File: config.mk
export PLATFORM = sky130hd
export DESIGN_NAME = scss_top
export DESIGN_NICKNAME = d
export VERILOG_FILES = /design/src/core/scss_speed_reg.v /design/src/core/scss_sync2.v /design/src/core/scss_top.v
export VERILOG_INCLUDE_DIRS = /design/src /design/src/core
export SDC_FILE = /design/constraint.sdc
export NUM_CORES = 2
export LEC_CHECK = 0
export BUFFER_PORTS_ARGS = -buffer_cell sky130_fd_sc_hd__buf_4
export CAP_MARGIN = 0
export CORE_ASPECT_RATIO = 1.4
export CORE_UTILIZATION = 45
export DETAILED_ROUTE_END_ITERATION = 10
export PLACE_DENSITY = 0.75
export SYNTH_ARGS = -nofsm -noshare
export SYNTH_HDL_FRONTEND = slang
export SYNTH_SLANG_ARGS = --single-unit
File: constraint.sdc
create_clock -name CLK -period 28.4 [get_ports CLK]
set_input_delay 5.68 -clock CLK [delete_from_list [all_inputs] [get_ports CLK]]
set_output_delay 5.68 -clock CLK [all_outputs]
set_load 0.02 [all_outputs]
File: src/core/scss_defines.vh
`ifndef SCSS_DEFINES_VH
`define SCSS_DEFINES_VH

// ------------------------------------------------------------
// apb register map (byte addresses)
// ------------------------------------------------------------
`define SCSS_OFS_SPEED_ONE 12'h000
`define SCSS_OFS_SPEED_TWO 12'h004
`define SCSS_OFS_SPEED_THREE 12'h008
`define SCSS_OFS_MODE 12'h00C
`define SCSS_OFS_MAX_ANALOG 12'h010
`define SCSS_OFS_ANALOG_IN 12'h014
`define SCSS_OFS_COMMAND 12'h018
`define SCSS_OFS_STATUS 12'h01C
`define SCSS_OFS_TUNING 12'h020

// ------------------------------------------------------------
// field positions and reset values
// ------------------------------------------------------------
`define SCSS_MODE_ZERO_BIT 0
`define SCSS_MODE_TORQUE_BIT 1
`define SCSS_TUNE_AUTO_BIT 4
`define SCSS_TUNE_LEVEL_MSB 3
`define SCSS_TUNE_LEVELS 4'hA
`define SCSS_RST_SPEED 32'h00000000
`define SCSS_RST_MAX_ANALOG 16'h0BB8
`define SCSS_RST_MODE 2'h0
`define SCSS_RST_TUNING 5'h00
`define SCSS_SPEED_MAX 32'sd60000
`define SCSS_SPEED_MIN -32'sd60000
`define SCSS_ANALOG_SPEED_MAX 16'h2710
`define SCSS_VOLT_FULL_SCALE 32'sd10000

`endif

File: src/core/scss_speed_reg.v
`include "scss_defines.vh"
// ------------------------------------------------------------
// one signed internal speed setting, clamped on write
// ------------------------------------------------------------
module scss_speed_reg (
  input wire clk,
  input wire rst,
  input wire wr,
  input wire [31:0] wdata,
  output reg [31:0] value_q
);
  wire signed [31:0] w_s = wdata;

  // clamp to the legal setting range
  always @(posedge clk) begin
    if (rst) begin
      value_q <= `SCSS_RST_SPEED;
    end else if (wr) begin
      if (w_s > `SCSS_SPEED_MAX) begin
        value_q <= `SCSS_SPEED_MAX;
      end else if (w_s < `SCSS_SPEED_MIN) begin
        value_q <= `SCSS_SPEED_MIN;
      end else begin
        value_q <= wdata;
      end
    end
  end
endmodule

File: src/core/scss_sync2.v
// ------------------------------------------------------------
// two flip-flop synchroniser for a pin level
// ------------------------------------------------------------
module scss_sync2 (
  input wire clk,
  input wire rst,
  input wire din,
  output reg dout
);
  reg meta_q;

  // first stage read only by second stage
  always @(posedge clk) begin
    if (rst) begin
      meta_q <= 1'b0;
      dout <= 1'b0;
    end else begin
      meta_q <= din;
      dout <= meta_q;
    end
  end
endmodule

File: src/core/scss_top.v
// Behaviour
// selects 00 in analog mode: command from reference voltage
// selects 00 in zero mode: command forced to zero
// any select on: internal stored speed used regardless of mode
// code 01 first, 10 second, 11 third internal speed
// select value 0 means off, 1 means on
// new internal command applied only after a select change
// internal speeds signed, clamped to +-60000, unit 0.1 r/min
// host keeps analog reference within -10 V to +10 V
// same command serves as speed limit in torque modes
// source chosen from selects plus zero-mode setting
// host should enable smoothing filters when needed
// auto tuning has ten bandwidth levels; manual disables auxiliaries
// analog speed = voltage times max analog speed over 10
// command registered and held stable between select changes, except with selects 00 in analog mode, where it follows the reference
`include "scss_defines.vh"
module scss_top (
  input wire CLK,
  input wire SYS_RST,
  input wire [11:0] PADDR,
  input wire PSEL,
  input wire PENABLE,
  input wire PWRITE,
  input wire [31:0] PWDATA,
  output wire [31:0] PRDATA,
  output wire PREADY,
  output wire PSLVERR,
  input wire SPEED_SELECT_BIT0,
  input wire SPEED_SELECT_BIT1,
  input wire signed [15:0] ANALOG_MV,
  output wire signed [31:0] SPEED_COMMAND,
  output wire signed [31:0] SPEED_LIMIT,
  output wire SPEED_COMMAND_VALID,
  output wire TORQUE_MODE,
  output wire AUTO_TUNE_ON,
  output wire [3:0] BANDWIDTH_LEVEL
);
  // ------------------------------------------------------------
  // synchronised select pins and sampled analog word
  // ------------------------------------------------------------
  wire sel0_s;
  wire sel1_s;
  reg [15:0] ana_meta_q;
  reg [15:0] ana_sync_q;
  reg [15:0] ana_hold_q;
  reg [15:0] ana_q;

  scss_sync2 u_sync0 (
    .clk(CLK),
    .rst(SYS_RST),
    .din(SPEED_SELECT_BIT0),
    .dout(sel0_s)
  );
  scss_sync2 u_sync1 (
    .clk(CLK),
    .rst(SYS_RST),
    .din(SPEED_SELECT_BIT1),
    .dout(sel1_s)
  );

  // analog word from converter, two stages, then taken only when
  // two successive samples agree, so a torn word never reaches the math
  always @(posedge CLK) begin
    if (SYS_RST) begin
      ana_meta_q <= 16'h0000;
      ana_sync_q <= 16'h0000;
      ana_hold_q <= 16'h0000;
      ana_q <= 16'h0000;
    end else begin
      ana_meta_q <= ANALOG_MV;
      ana_sync_q <= ana_meta_q;
      ana_hold_q <= ana_sync_q;
      if (ana_sync_q == ana_hold_q) begin
        ana_q <= ana_hold_q;
      end
    end
  end

  // ------------------------------------------------------------
  // apb decode
  // ------------------------------------------------------------
  wire wr_en = PSEL & PENABLE & PWRITE;
  wire rd_setup = PSEL & ~PENABLE & ~PWRITE;
  wire hit_one = (PADDR == `SCSS_OFS_SPEED_ONE);
  wire hit_two = (PADDR == `SCSS_OFS_SPEED_TWO);
  wire hit_three = (PADDR == `SCSS_OFS_SPEED_THREE);
  wire hit_mode = (PADDR == `SCSS_OFS_MODE);
  wire hit_max = (PADDR == `SCSS_OFS_MAX_ANALOG);
  wire hit_ana = (PADDR == `SCSS_OFS_ANALOG_IN);
  wire hit_cmd = (PADDR == `SCSS_OFS_COMMAND);
  wire hit_stat = (PADDR == `SCSS_OFS_STATUS);
  wire hit_tune = (PADDR == `SCSS_OFS_TUNING);
  wire hit_any = hit_one | hit_two | hit_three | hit_mode | hit_max |
    hit_ana | hit_cmd | hit_stat | hit_tune;

  // zero-wait-state slave, error on unmapped
  assign PREADY = 1'b1;
  assign PSLVERR = PSEL & PENABLE & ~hit_any;

  // ------------------------------------------------------------
  // configuration registers
  // ------------------------------------------------------------
  wire [31:0] spd_one;
  wire [31:0] spd_two;
  wire [31:0] spd_three;
  reg [1:0] mode_q;
  reg [15:0] max_ana_q;
  reg [4:0] tune_q;

  // signed clamped settings
  scss_speed_reg u_spd_one (
    .clk(CLK),
    .rst(SYS_RST),
    .wr(wr_en & hit_one),
    .wdata(PWDATA),
    .value_q(spd_one)
  );
  scss_speed_reg u_spd_two (
    .clk(CLK),
    .rst(SYS_RST),
    .wr(wr_en & hit_two),
    .wdata(PWDATA),
    .value_q(spd_two)
  );
  scss_speed_reg u_spd_three (
    .clk(CLK),
    .rst(SYS_RST),
    .wr(wr_en & hit_three),
    .wdata(PWDATA),
    .value_q(spd_three)
  );

  // mode, max analog speed, tuning writes
  always @(posedge CLK) begin
    if (SYS_RST) begin
      mode_q <= `SCSS_RST_MODE;
      max_ana_q <= `SCSS_RST_MAX_ANALOG;
      tune_q <= `SCSS_RST_TUNING;
    end else begin
      if (wr_en & hit_mode) begin
        mode_q <= PWDATA[1:0];
      end
      if (wr_en & hit_max) begin
        if (PWDATA[15:0] > `SCSS_ANALOG_SPEED_MAX) begin
          max_ana_q <= `SCSS_ANALOG_SPEED_MAX;
        end else begin
          max_ana_q <= PWDATA[15:0];
        end
      end
      // ten levels, 0 to 9
      if (wr_en & hit_tune) begin
        tune_q[`SCSS_TUNE_AUTO_BIT] <= PWDATA[`SCSS_TUNE_AUTO_BIT];
        if (PWDATA[3:0] < `SCSS_TUNE_LEVELS) begin
          tune_q[3:0] <= PWDATA[3:0];
        end
      end
    end
  end

  wire zero_speed_mode = mode_q[`SCSS_MODE_ZERO_BIT];
  assign TORQUE_MODE = mode_q[`SCSS_MODE_TORQUE_BIT];
  // manual mode disables auto functions
  assign AUTO_TUNE_ON = tune_q[`SCSS_TUNE_AUTO_BIT];
  assign BANDWIDTH_LEVEL = tune_q[`SCSS_TUNE_AUTO_BIT] ?
    tune_q[3:0] : 4'h0;

  // ------------------------------------------------------------
  // analog scaling
  // ------------------------------------------------------------
  // mv * max / 10000 mv == volts * max / 10
  wire signed [16:0] max_s = {1'b0, max_ana_q};
  wire signed [32:0] ana_prod = $signed(ana_q) * max_s;
  wire signed [32:0] ana_div = ana_prod / 33'sd10000;
  // analog command in 0.1 r/min
  wire signed [31:0] ana_speed = $signed(ana_div[31:0]) * 32'sd10;

  // ------------------------------------------------------------
  // source selection
  // ------------------------------------------------------------
  reg [1:0] sel_prev_q;
  reg signed [31:0] cmd_q;
  reg valid_q;
  // 1 on, 0 off
  wire [1:0] sel_now = {sel1_s, sel0_s};
  wire sel_change = (sel_now != sel_prev_q);
  reg signed [31:0] internal_pick;

  // code to internal speed mapping
  always @* begin
    case (sel_now)
      2'h1: internal_pick = spd_one;
      2'h2: internal_pick = spd_two;
      2'h3: internal_pick = spd_three;
      default: internal_pick = 32'h00000000;
    endcase
  end

  // registered command held between select changes, except with selects 00 in analog mode
  always @(posedge CLK) begin
    if (SYS_RST) begin
      sel_prev_q <= 2'h0;
      cmd_q <= 32'h00000000;
      valid_q <= 1'b0;
    end else begin
      sel_prev_q <= sel_now;
      valid_q <= 1'b1;
      // selects plus mode choose source
      if (sel_now == 2'h0) begin
        // zero mode forces zero
        if (zero_speed_mode) begin
          cmd_q <= 32'h00000000;
        // analog mode follows reference
        end else begin
          cmd_q <= ana_speed;
        end
      // internal value taken on select change
      end else if (sel_change) begin
        cmd_q <= internal_pick;
      end
    end
  end

  // same command used as torque-mode limit
  assign SPEED_COMMAND = TORQUE_MODE ? 32'h00000000 : cmd_q;
  assign SPEED_LIMIT = TORQUE_MODE ? cmd_q : 32'h00000000;
  assign SPEED_COMMAND_VALID = valid_q;

  // ------------------------------------------------------------
  // read mux
  // ------------------------------------------------------------
  reg [31:0] rdata_q;

  // read data latched in setup phase
  always @(posedge CLK) begin
    if (SYS_RST) begin
      rdata_q <= 32'h00000000;
    end else if (rd_setup) begin
      case (1'b1)
        hit_one: rdata_q <= spd_one;
        hit_two: rdata_q <= spd_two;
        hit_three: rdata_q <= spd_three;
        hit_mode: rdata_q <= {30'h00000000, mode_q};
        hit_max: rdata_q <= {16'h0000, max_ana_q};
        hit_ana: rdata_q <= {{16{ana_q[15]}}, ana_q};
        hit_cmd: rdata_q <= cmd_q;
        hit_stat: rdata_q <= {29'h00000000, valid_q, sel_now};
        hit_tune: rdata_q <= {27'h0000000, tune_q};
        default: rdata_q <= 32'h00000000;
      endcase
    end
  end

  assign PRDATA = rdata_q;
endmodule

# Yosys cells after proc, flatten, opt, wreduce, memory -nomap -nowiden
# Cells that the tools add are included.
dict set report word_totals {
  ff_bits 254
  out_inout_bits 105
  input_bits 67
}
dict set report classes {
  mul 2
  n_reduce_logical 4
  div 1
  magnitude_cmp 4
  n_bitwise 22
  n_mux 20
  eq_ne 13
}
# operator count
set op_table {}
lappend op_table {{two-way mux 32 bit} 14}
lappend op_table {{case mux 32 bit (3 select lines)} 1}
lappend op_table {{equality test 12 x 5 -> 1 bit, second input constant} 4}
lappend op_table {{divider 33 x 15 -> 33 bit, second input constant} 1}
lappend op_table {{multiplier 16 x 17 -> 33 bit} 1}
lappend op_table {{> comparator 32 x 17 -> 1 bit, second input constant} 1}
lappend op_table {{< comparator 32 x 17 -> 1 bit, second input constant} 1}
lappend op_table {{multiplier 32 x 4 -> 31 bit, second input constant} 1}
lappend op_table {{equality test 12 x 4 -> 1 bit, second input constant} 2}
lappend op_table {{equality test 16 bit} 1}
lappend op_table {{> comparator 16 x 14 -> 1 bit, second input constant} 1}
lappend op_table {{two-way mux 16 bit} 1}
lappend op_table {{equality test 12 x 3 -> 1 bit, second input constant} 1}
lappend op_table {{equality test 12 x 6 -> 1 bit, second input constant} 1}
lappend op_table {{zero test 12 bit} 1}
lappend op_table {{AND 1 bit} 11}
lappend op_table {{two-way mux 5 bit} 2}
lappend op_table {{bitwise OR 1 bit} 8}
lappend op_table {{equality test 2 bit, second input constant} 2}
lappend op_table {{< comparator 4 bit, second input constant} 1}
lappend op_table {{two-way mux 4 bit} 1}
lappend op_table {{inverter 1 bit} 3}
lappend op_table {{equality test 2 x 1 -> 1 bit, second input constant} 1}
lappend op_table {{zero test 2 bit} 1}
lappend op_table {{other kinds (4)} 4}

# Longest topological paths before layout
dict set report logic_depth {
  ltp_word 11
  depth_mapped 131
  mapped_depth_nobuf 115
}

# Hierarchy
# Synthesis repeated with hierarchy kept, for this count alone.
dict set report hier_totals {
  cells_unflattened 4374
  hier_area_um2 33601.0
}
# mod area_each_um2 seq_area_each_um2 cells_per_inst instances
set by_module_without_submodules {}
lappend by_module_without_submodules {scss_top 28090.7 3083.0 3655 1}
lappend by_module_without_submodules {scss_speed_reg 1801.7 640.6 237 3}
lappend by_module_without_submodules {scss_sync2 52.6 40.0 4 2}

# Worst setup path before layout
# Ideal clock, no wire load.
dict set report synth_path {
  path_type {flip-flop to flip-flop}
  from {register ana_q[3]}
  to {register cmd_q[31]}
  stages_incl_launch_ff 124
  t_arrival_ns 26.886
  setup_time_ns 0.070
  period_less_slack_ns 26.957
  t_required_ns 28.330
  path_slack_ns 1.443
  path_cell_list {dfxtp_1 clkbuf_1 clkbuf_1 nand2_1 fa_1 fa_1 fa_1 fa_1 inv_1 fa_1 inv_1 fa_1 inv_1 ha_1 buf_2 nand2_1 a211oi_1 a21oi_2 [... 88 more ...] a21oi_1 o21bai_1 a21oi_1 o21bai_1 a21oi_1 o21bai_1 a21oi_1 o21bai_1 a21oi_1 o21bai_1 a21oi_1 o21bai_1 a21oi_1 o21bai_1 a21oi_1 xnor2_1 nand2_1 a21oi_1}
}
dict set report synth_between {
  elab_chain_len 5
}
# element line
set synth_rtl {}
lappend synth_rtl {{from (decl)} scss_top.v:46} ;# reg [15:0] ana_q;
lappend synth_rtl {{from (signal assigned)} scss_top.v:74} ;# ana_q <= ana_hold_q;
lappend synth_rtl {{multiplier 16 x 17 -> 33 bit} scss_top.v:172} ;# wire signed [32:0] ana_prod = $signed(ana_q) * max_s;
lappend synth_rtl {{divider 33 x 15 -> 33 bit} scss_top.v:173} ;# wire signed [32:0] ana_div = ana_prod / 33'sd10000;
lappend synth_rtl {{multiplier 32 x 4 -> 31 bit} scss_top.v:175} ;# wire signed [31:0] ana_speed = $signed(ana_div[31:0]) * 32'sd10;
lappend synth_rtl {{two-way mux 32 bit} scss_top.v:210} ;# if (zero_speed_mode) begin
lappend synth_rtl {{two-way mux 32 bit} scss_top.v:208} ;# if (sel_now == 2'h0) begin
lappend synth_rtl {{to (signal assigned)} scss_top.v:214} ;# cmd_q <= ana_speed;
lappend synth_rtl {{to (signal assigned)} scss_top.v:218} ;# cmd_q <= internal_pick;
lappend synth_rtl {{to (decl)} scss_top.v:181} ;# reg signed [31:0] cmd_q;
# Every way passes these cells.
# A chain may end at the register's enable or synchronous reset.

# Final worst setup path
dict set report layout_path {
  from {register max_ana_q[12]}
  to {register cmd_q[31]}
}
dict set report layout_between {
  elab_chain_len 5
}
# element line
set layout_rtl {}
lappend layout_rtl {{from (decl)} scss_top.v:107} ;# reg [15:0] max_ana_q;
lappend layout_rtl {{from (signal assigned)} scss_top.v:137} ;# max_ana_q <= `SCSS_RST_MAX_ANALOG;
lappend layout_rtl {{from (signal assigned)} scss_top.v:145} ;# max_ana_q <= `SCSS_ANALOG_SPEED_MAX;
lappend layout_rtl {{from (signal assigned)} scss_top.v:147} ;# max_ana_q <= PWDATA[15:0];
lappend layout_rtl {{multiplier 16 x 17 -> 33 bit} scss_top.v:172}
lappend layout_rtl {{divider 33 x 15 -> 33 bit} scss_top.v:173}
lappend layout_rtl {{multiplier 32 x 4 -> 31 bit} scss_top.v:175}
lappend layout_rtl {{two-way mux 32 bit} scss_top.v:210}
lappend layout_rtl {{two-way mux 32 bit} scss_top.v:208}
# Every way passes these cells.

==> results.yml <==
yosys:
  seq_area_frac_synth: 0.1640
  synth_nets: 4444
  synth_edf_count: 0
  synth_compound_area_frac: 0.2504
  synth_cell_types: 131
  synth_top_cell_area_share: 0.1640
  yosysTopAreaCell: "dfxtp_1"
  syn_avg_cell_area_um2: 7.751
  ys_top_cells_by_area: "dfxtp_1 16%, fa_1 13%, ha_1 7.3%, nor2_1 5.0%, nand2_1 4.6%"
  synth-seq-cells: 254
  synthArstFlopShare: 0
  synthFlopType: "dfxtp_1"
  yosys.area_share.simple: 0.2303
  synthXorXnorAreaFrac: 0.05709
  synth_cells: 4001
  ys_warn_count: 0
  synth_top_family_by_area: "compound AO/OA/AOI/OAI gates"
  synth_area_um2: 31010
  synth-adder-area-share: 0.2002
  muxShareOfSynthArea: 0.03111
setup_path:
  critPathSlowestCell: "fa_1"
  worstSetupStartpointType: "flop"
  worstPathMaxFanout: 11
  timing.rr.start: "max_ana_q[12]$_SDFFE_PP0P_"
  startpoint: "max_ana_q[12]$_SDFFE_PP0P_"
  worstPathArrival_ps: 27920
  crit_required_ps: 28910
  critPathKind: "reg -> reg"
  path_delay_family: "compound AO/OA/AOI/OAI gates"
  path_common_cell: "a21oi_1"
  cpPeakStageDelay_ps: 580
  endpoint_kind: "flop"
  critPathBufInv: 15
clock_network:
  clock-sinks: 254
  clkLatencyLatePin_ps: 590
  cts_made_buffers: 27
  cts_buffer_depth: 3
  clock-root-buffer: "clkbuf_16"
  cts.clk_slew.worst_paths_ps: 70
  cts_tree: "done"
  cts_hold_buffers: 0
  htreeDepth: 1
global_routing:
  grt_start_max_net_pins: 94
  grt_pass1_wl_um: 162600
  overflow: 0
  grtUsageTotal: 0.2864
  antenna_found_initial: 4
  grt_pass1_vias: 30616
job:
  cap_viol_max_count: 0
placed_design:
  place_congestion: 0.9578
  dp_hpwl_um: 78680
  placedCellCount: 5102
  io_buffer_count: 170
floorplanning:
  die_width_um: 223.9
  rows: 113
  fp.dieH_um: 312.6
  start_util: 0.4560
  ios: 172
  die_area_um2: 69980
  core_area_um2: 68010
drt:
  dr.pass1.iters: 8
  finalWirelength_um: 105300
  vias: 31862
  via_per_inst: 6.141
  remaining_drc_errors: 0
  wire_per_inst_um: 20.29
  drtIter0Drc: 3268
  ant_nets: 0
cells_and_area:
  layout_commonest_cell: "buf_4"
  final_cells: 5188
  layout.cells.most_common_list: "440 x buf_4, 407 x nor2_1, 375 x nand2_1"
  fin_nets: 4689
  syn_to_final_growth_pct: 19.11
  layout-drive-gt1-share: 0.1990
sta:
  worst_slew_pin_slew_ps: 1306
  holdWs_ps: 436.6
  finalSetupViolations: 0
  maxSlewHeadroom: 0.1292
  final.setup.tns_ps: 0
  report.final.slew_viol_count: 0
  skew_ps: 17.25
  fmax_mhz: 36.48
  final.period_utilization: 0.9653
  period_minus_slack_ps: 27410
  hold_viol_final: 0
hold_path:
  min-delay-start: "ana_meta_q[8]$_SDFF_PP0_"
  min_path_type: "reg -> reg"
outcome:
  status: "completed"
synthesized netlist by cell type, types with 11 or more instances:
cell	number
nor2_1	415
nand2_1	379
inv_1	300
a21oi_1	282
dfxtp_1	254
fa_1	195
clkbuf_1	192
ha_1	181
and2_1	180
o21ai_0	145
xnor2_1	112
nor2b_1	97
nand3_1	80
xor2_1	79
nor3_1	72
a211oi_1	53
o211ai_1	50
o21ai_1	47
a31oi_1	46
mux2i_1	44
mux2_2	43
a221o_1	33
a222oi_1	32
nand4_1	32
a21o_1	31
or3_1	31
a311oi_1	30
o21bai_1	28
nor4_1	27
and3_1	26
o21a_1	23
buf_2	21
nand2b_1	21
a22oi_1	20
o31ai_1	20
o2111ai_1	14
a211o_1	13
o211a_1	13
o22ai_1	13
a41oi_1	12
or2_2	12
a221oi_1	11
and4_1	11
or4_1	11
cell families after synthesis:
group,after synthesis
compound gates,1091
xor+xnor,197
fa+ha+maj,380
buf+inv,532
flops,254
mux,90
other cells,1
simple gates,1456
state kept, by name, indices dropped and copies added (netlist names):
register,cells
cmd_q,32
sel_prev_q,2
ana_meta_q,16
mode_q,2
u_spd_three.value_q,32
u_sync1.dout,1
PRDATA,32
u_sync1.meta_q,1
ana_hold_q,16
u_sync0.meta_q,1
ana_q,16
tune_q,5
ana_sync_q,16
u_spd_two.value_q,32
SPEED_COMMAND_VALID,1
u_spd_one.value_q,32
max_ana_q,16
u_sync0.dout,1
routing by layer:
layer | GRT usage | wire length (um) | up-vias
met5 | 0 | 13 | -
met1 | 0.3318 | 38630 | 15235
met2 | 0.5101 | 52400 | 1551
met3 | 0.03843 | 8189 | 412
met4 | 0.1502 | 6035 | 2
li1 | - | - | 14662
per-stage QoR:
stage / setup slack (ps) / utilization / area (um2)
3_3_place_gp: -80.74 / 0.5053 / 34360
3_5_place_dp: -646.9 / 0.5053 / 34360
4_1_cts: 20.99 / 0.5215 / 35460
5_1_grt: -366.0 / 0.5432 / 36940
6_report: 986.0 / 0.5432 / 36940
2_1_floorplan: 1443 / - / 31010
worst reg2reg max path, delay by kind of cell (launching register included):
kind            cells  cell delay (ps)
compound gates     71            14190
xor+xnor            4              740
fa+ha+maj          10             4300
buf+inv            15             2130
flops               1              410
mux                 2              440
simple gates       20             5120
path summary, 6_finish.rpt:
| path | end | slack, ps | depth (start not counted) |
|---|---|---|---|
| worst max-delay path | cmd_q[31]$_SDFFE_PP0P_ | 990 | 122 |
| worst min-delay path | ana_sync_q[8]$_SDFF_PP0_ | 440 | 1 |
| worst max register to register | cmd_q[31]$_SDFFE_PP0P_ | 990 | 122 |
| worst min register to register | ana_sync_q[8]$_SDFF_PP0_ | 440 | 1 |
repair_timing:
action / 4_1_cts / 5_1_grt
setup buffers: 2 / 32
gates resized for setup: 21 / 263
pin swaps: 1 / 67
setup endpoints to repair: 7 / 19
cloned: 0 / 1
cell type report:
cell class                 instances  area, um2
fill                            6200      31070
multi-input combinational       3216      25110
sequential                       254       5170
timing repair buffer             444       3351
tap                              920       1151
inverter                         303       1140
clock buffer                      30      716.9
clock inverter                    19      290.3
antenna                            2      5.005
Power is left out: the tool's default activity adds up to more than one toggle a clock period on the data nets, which glitch-free logic cannot reach.
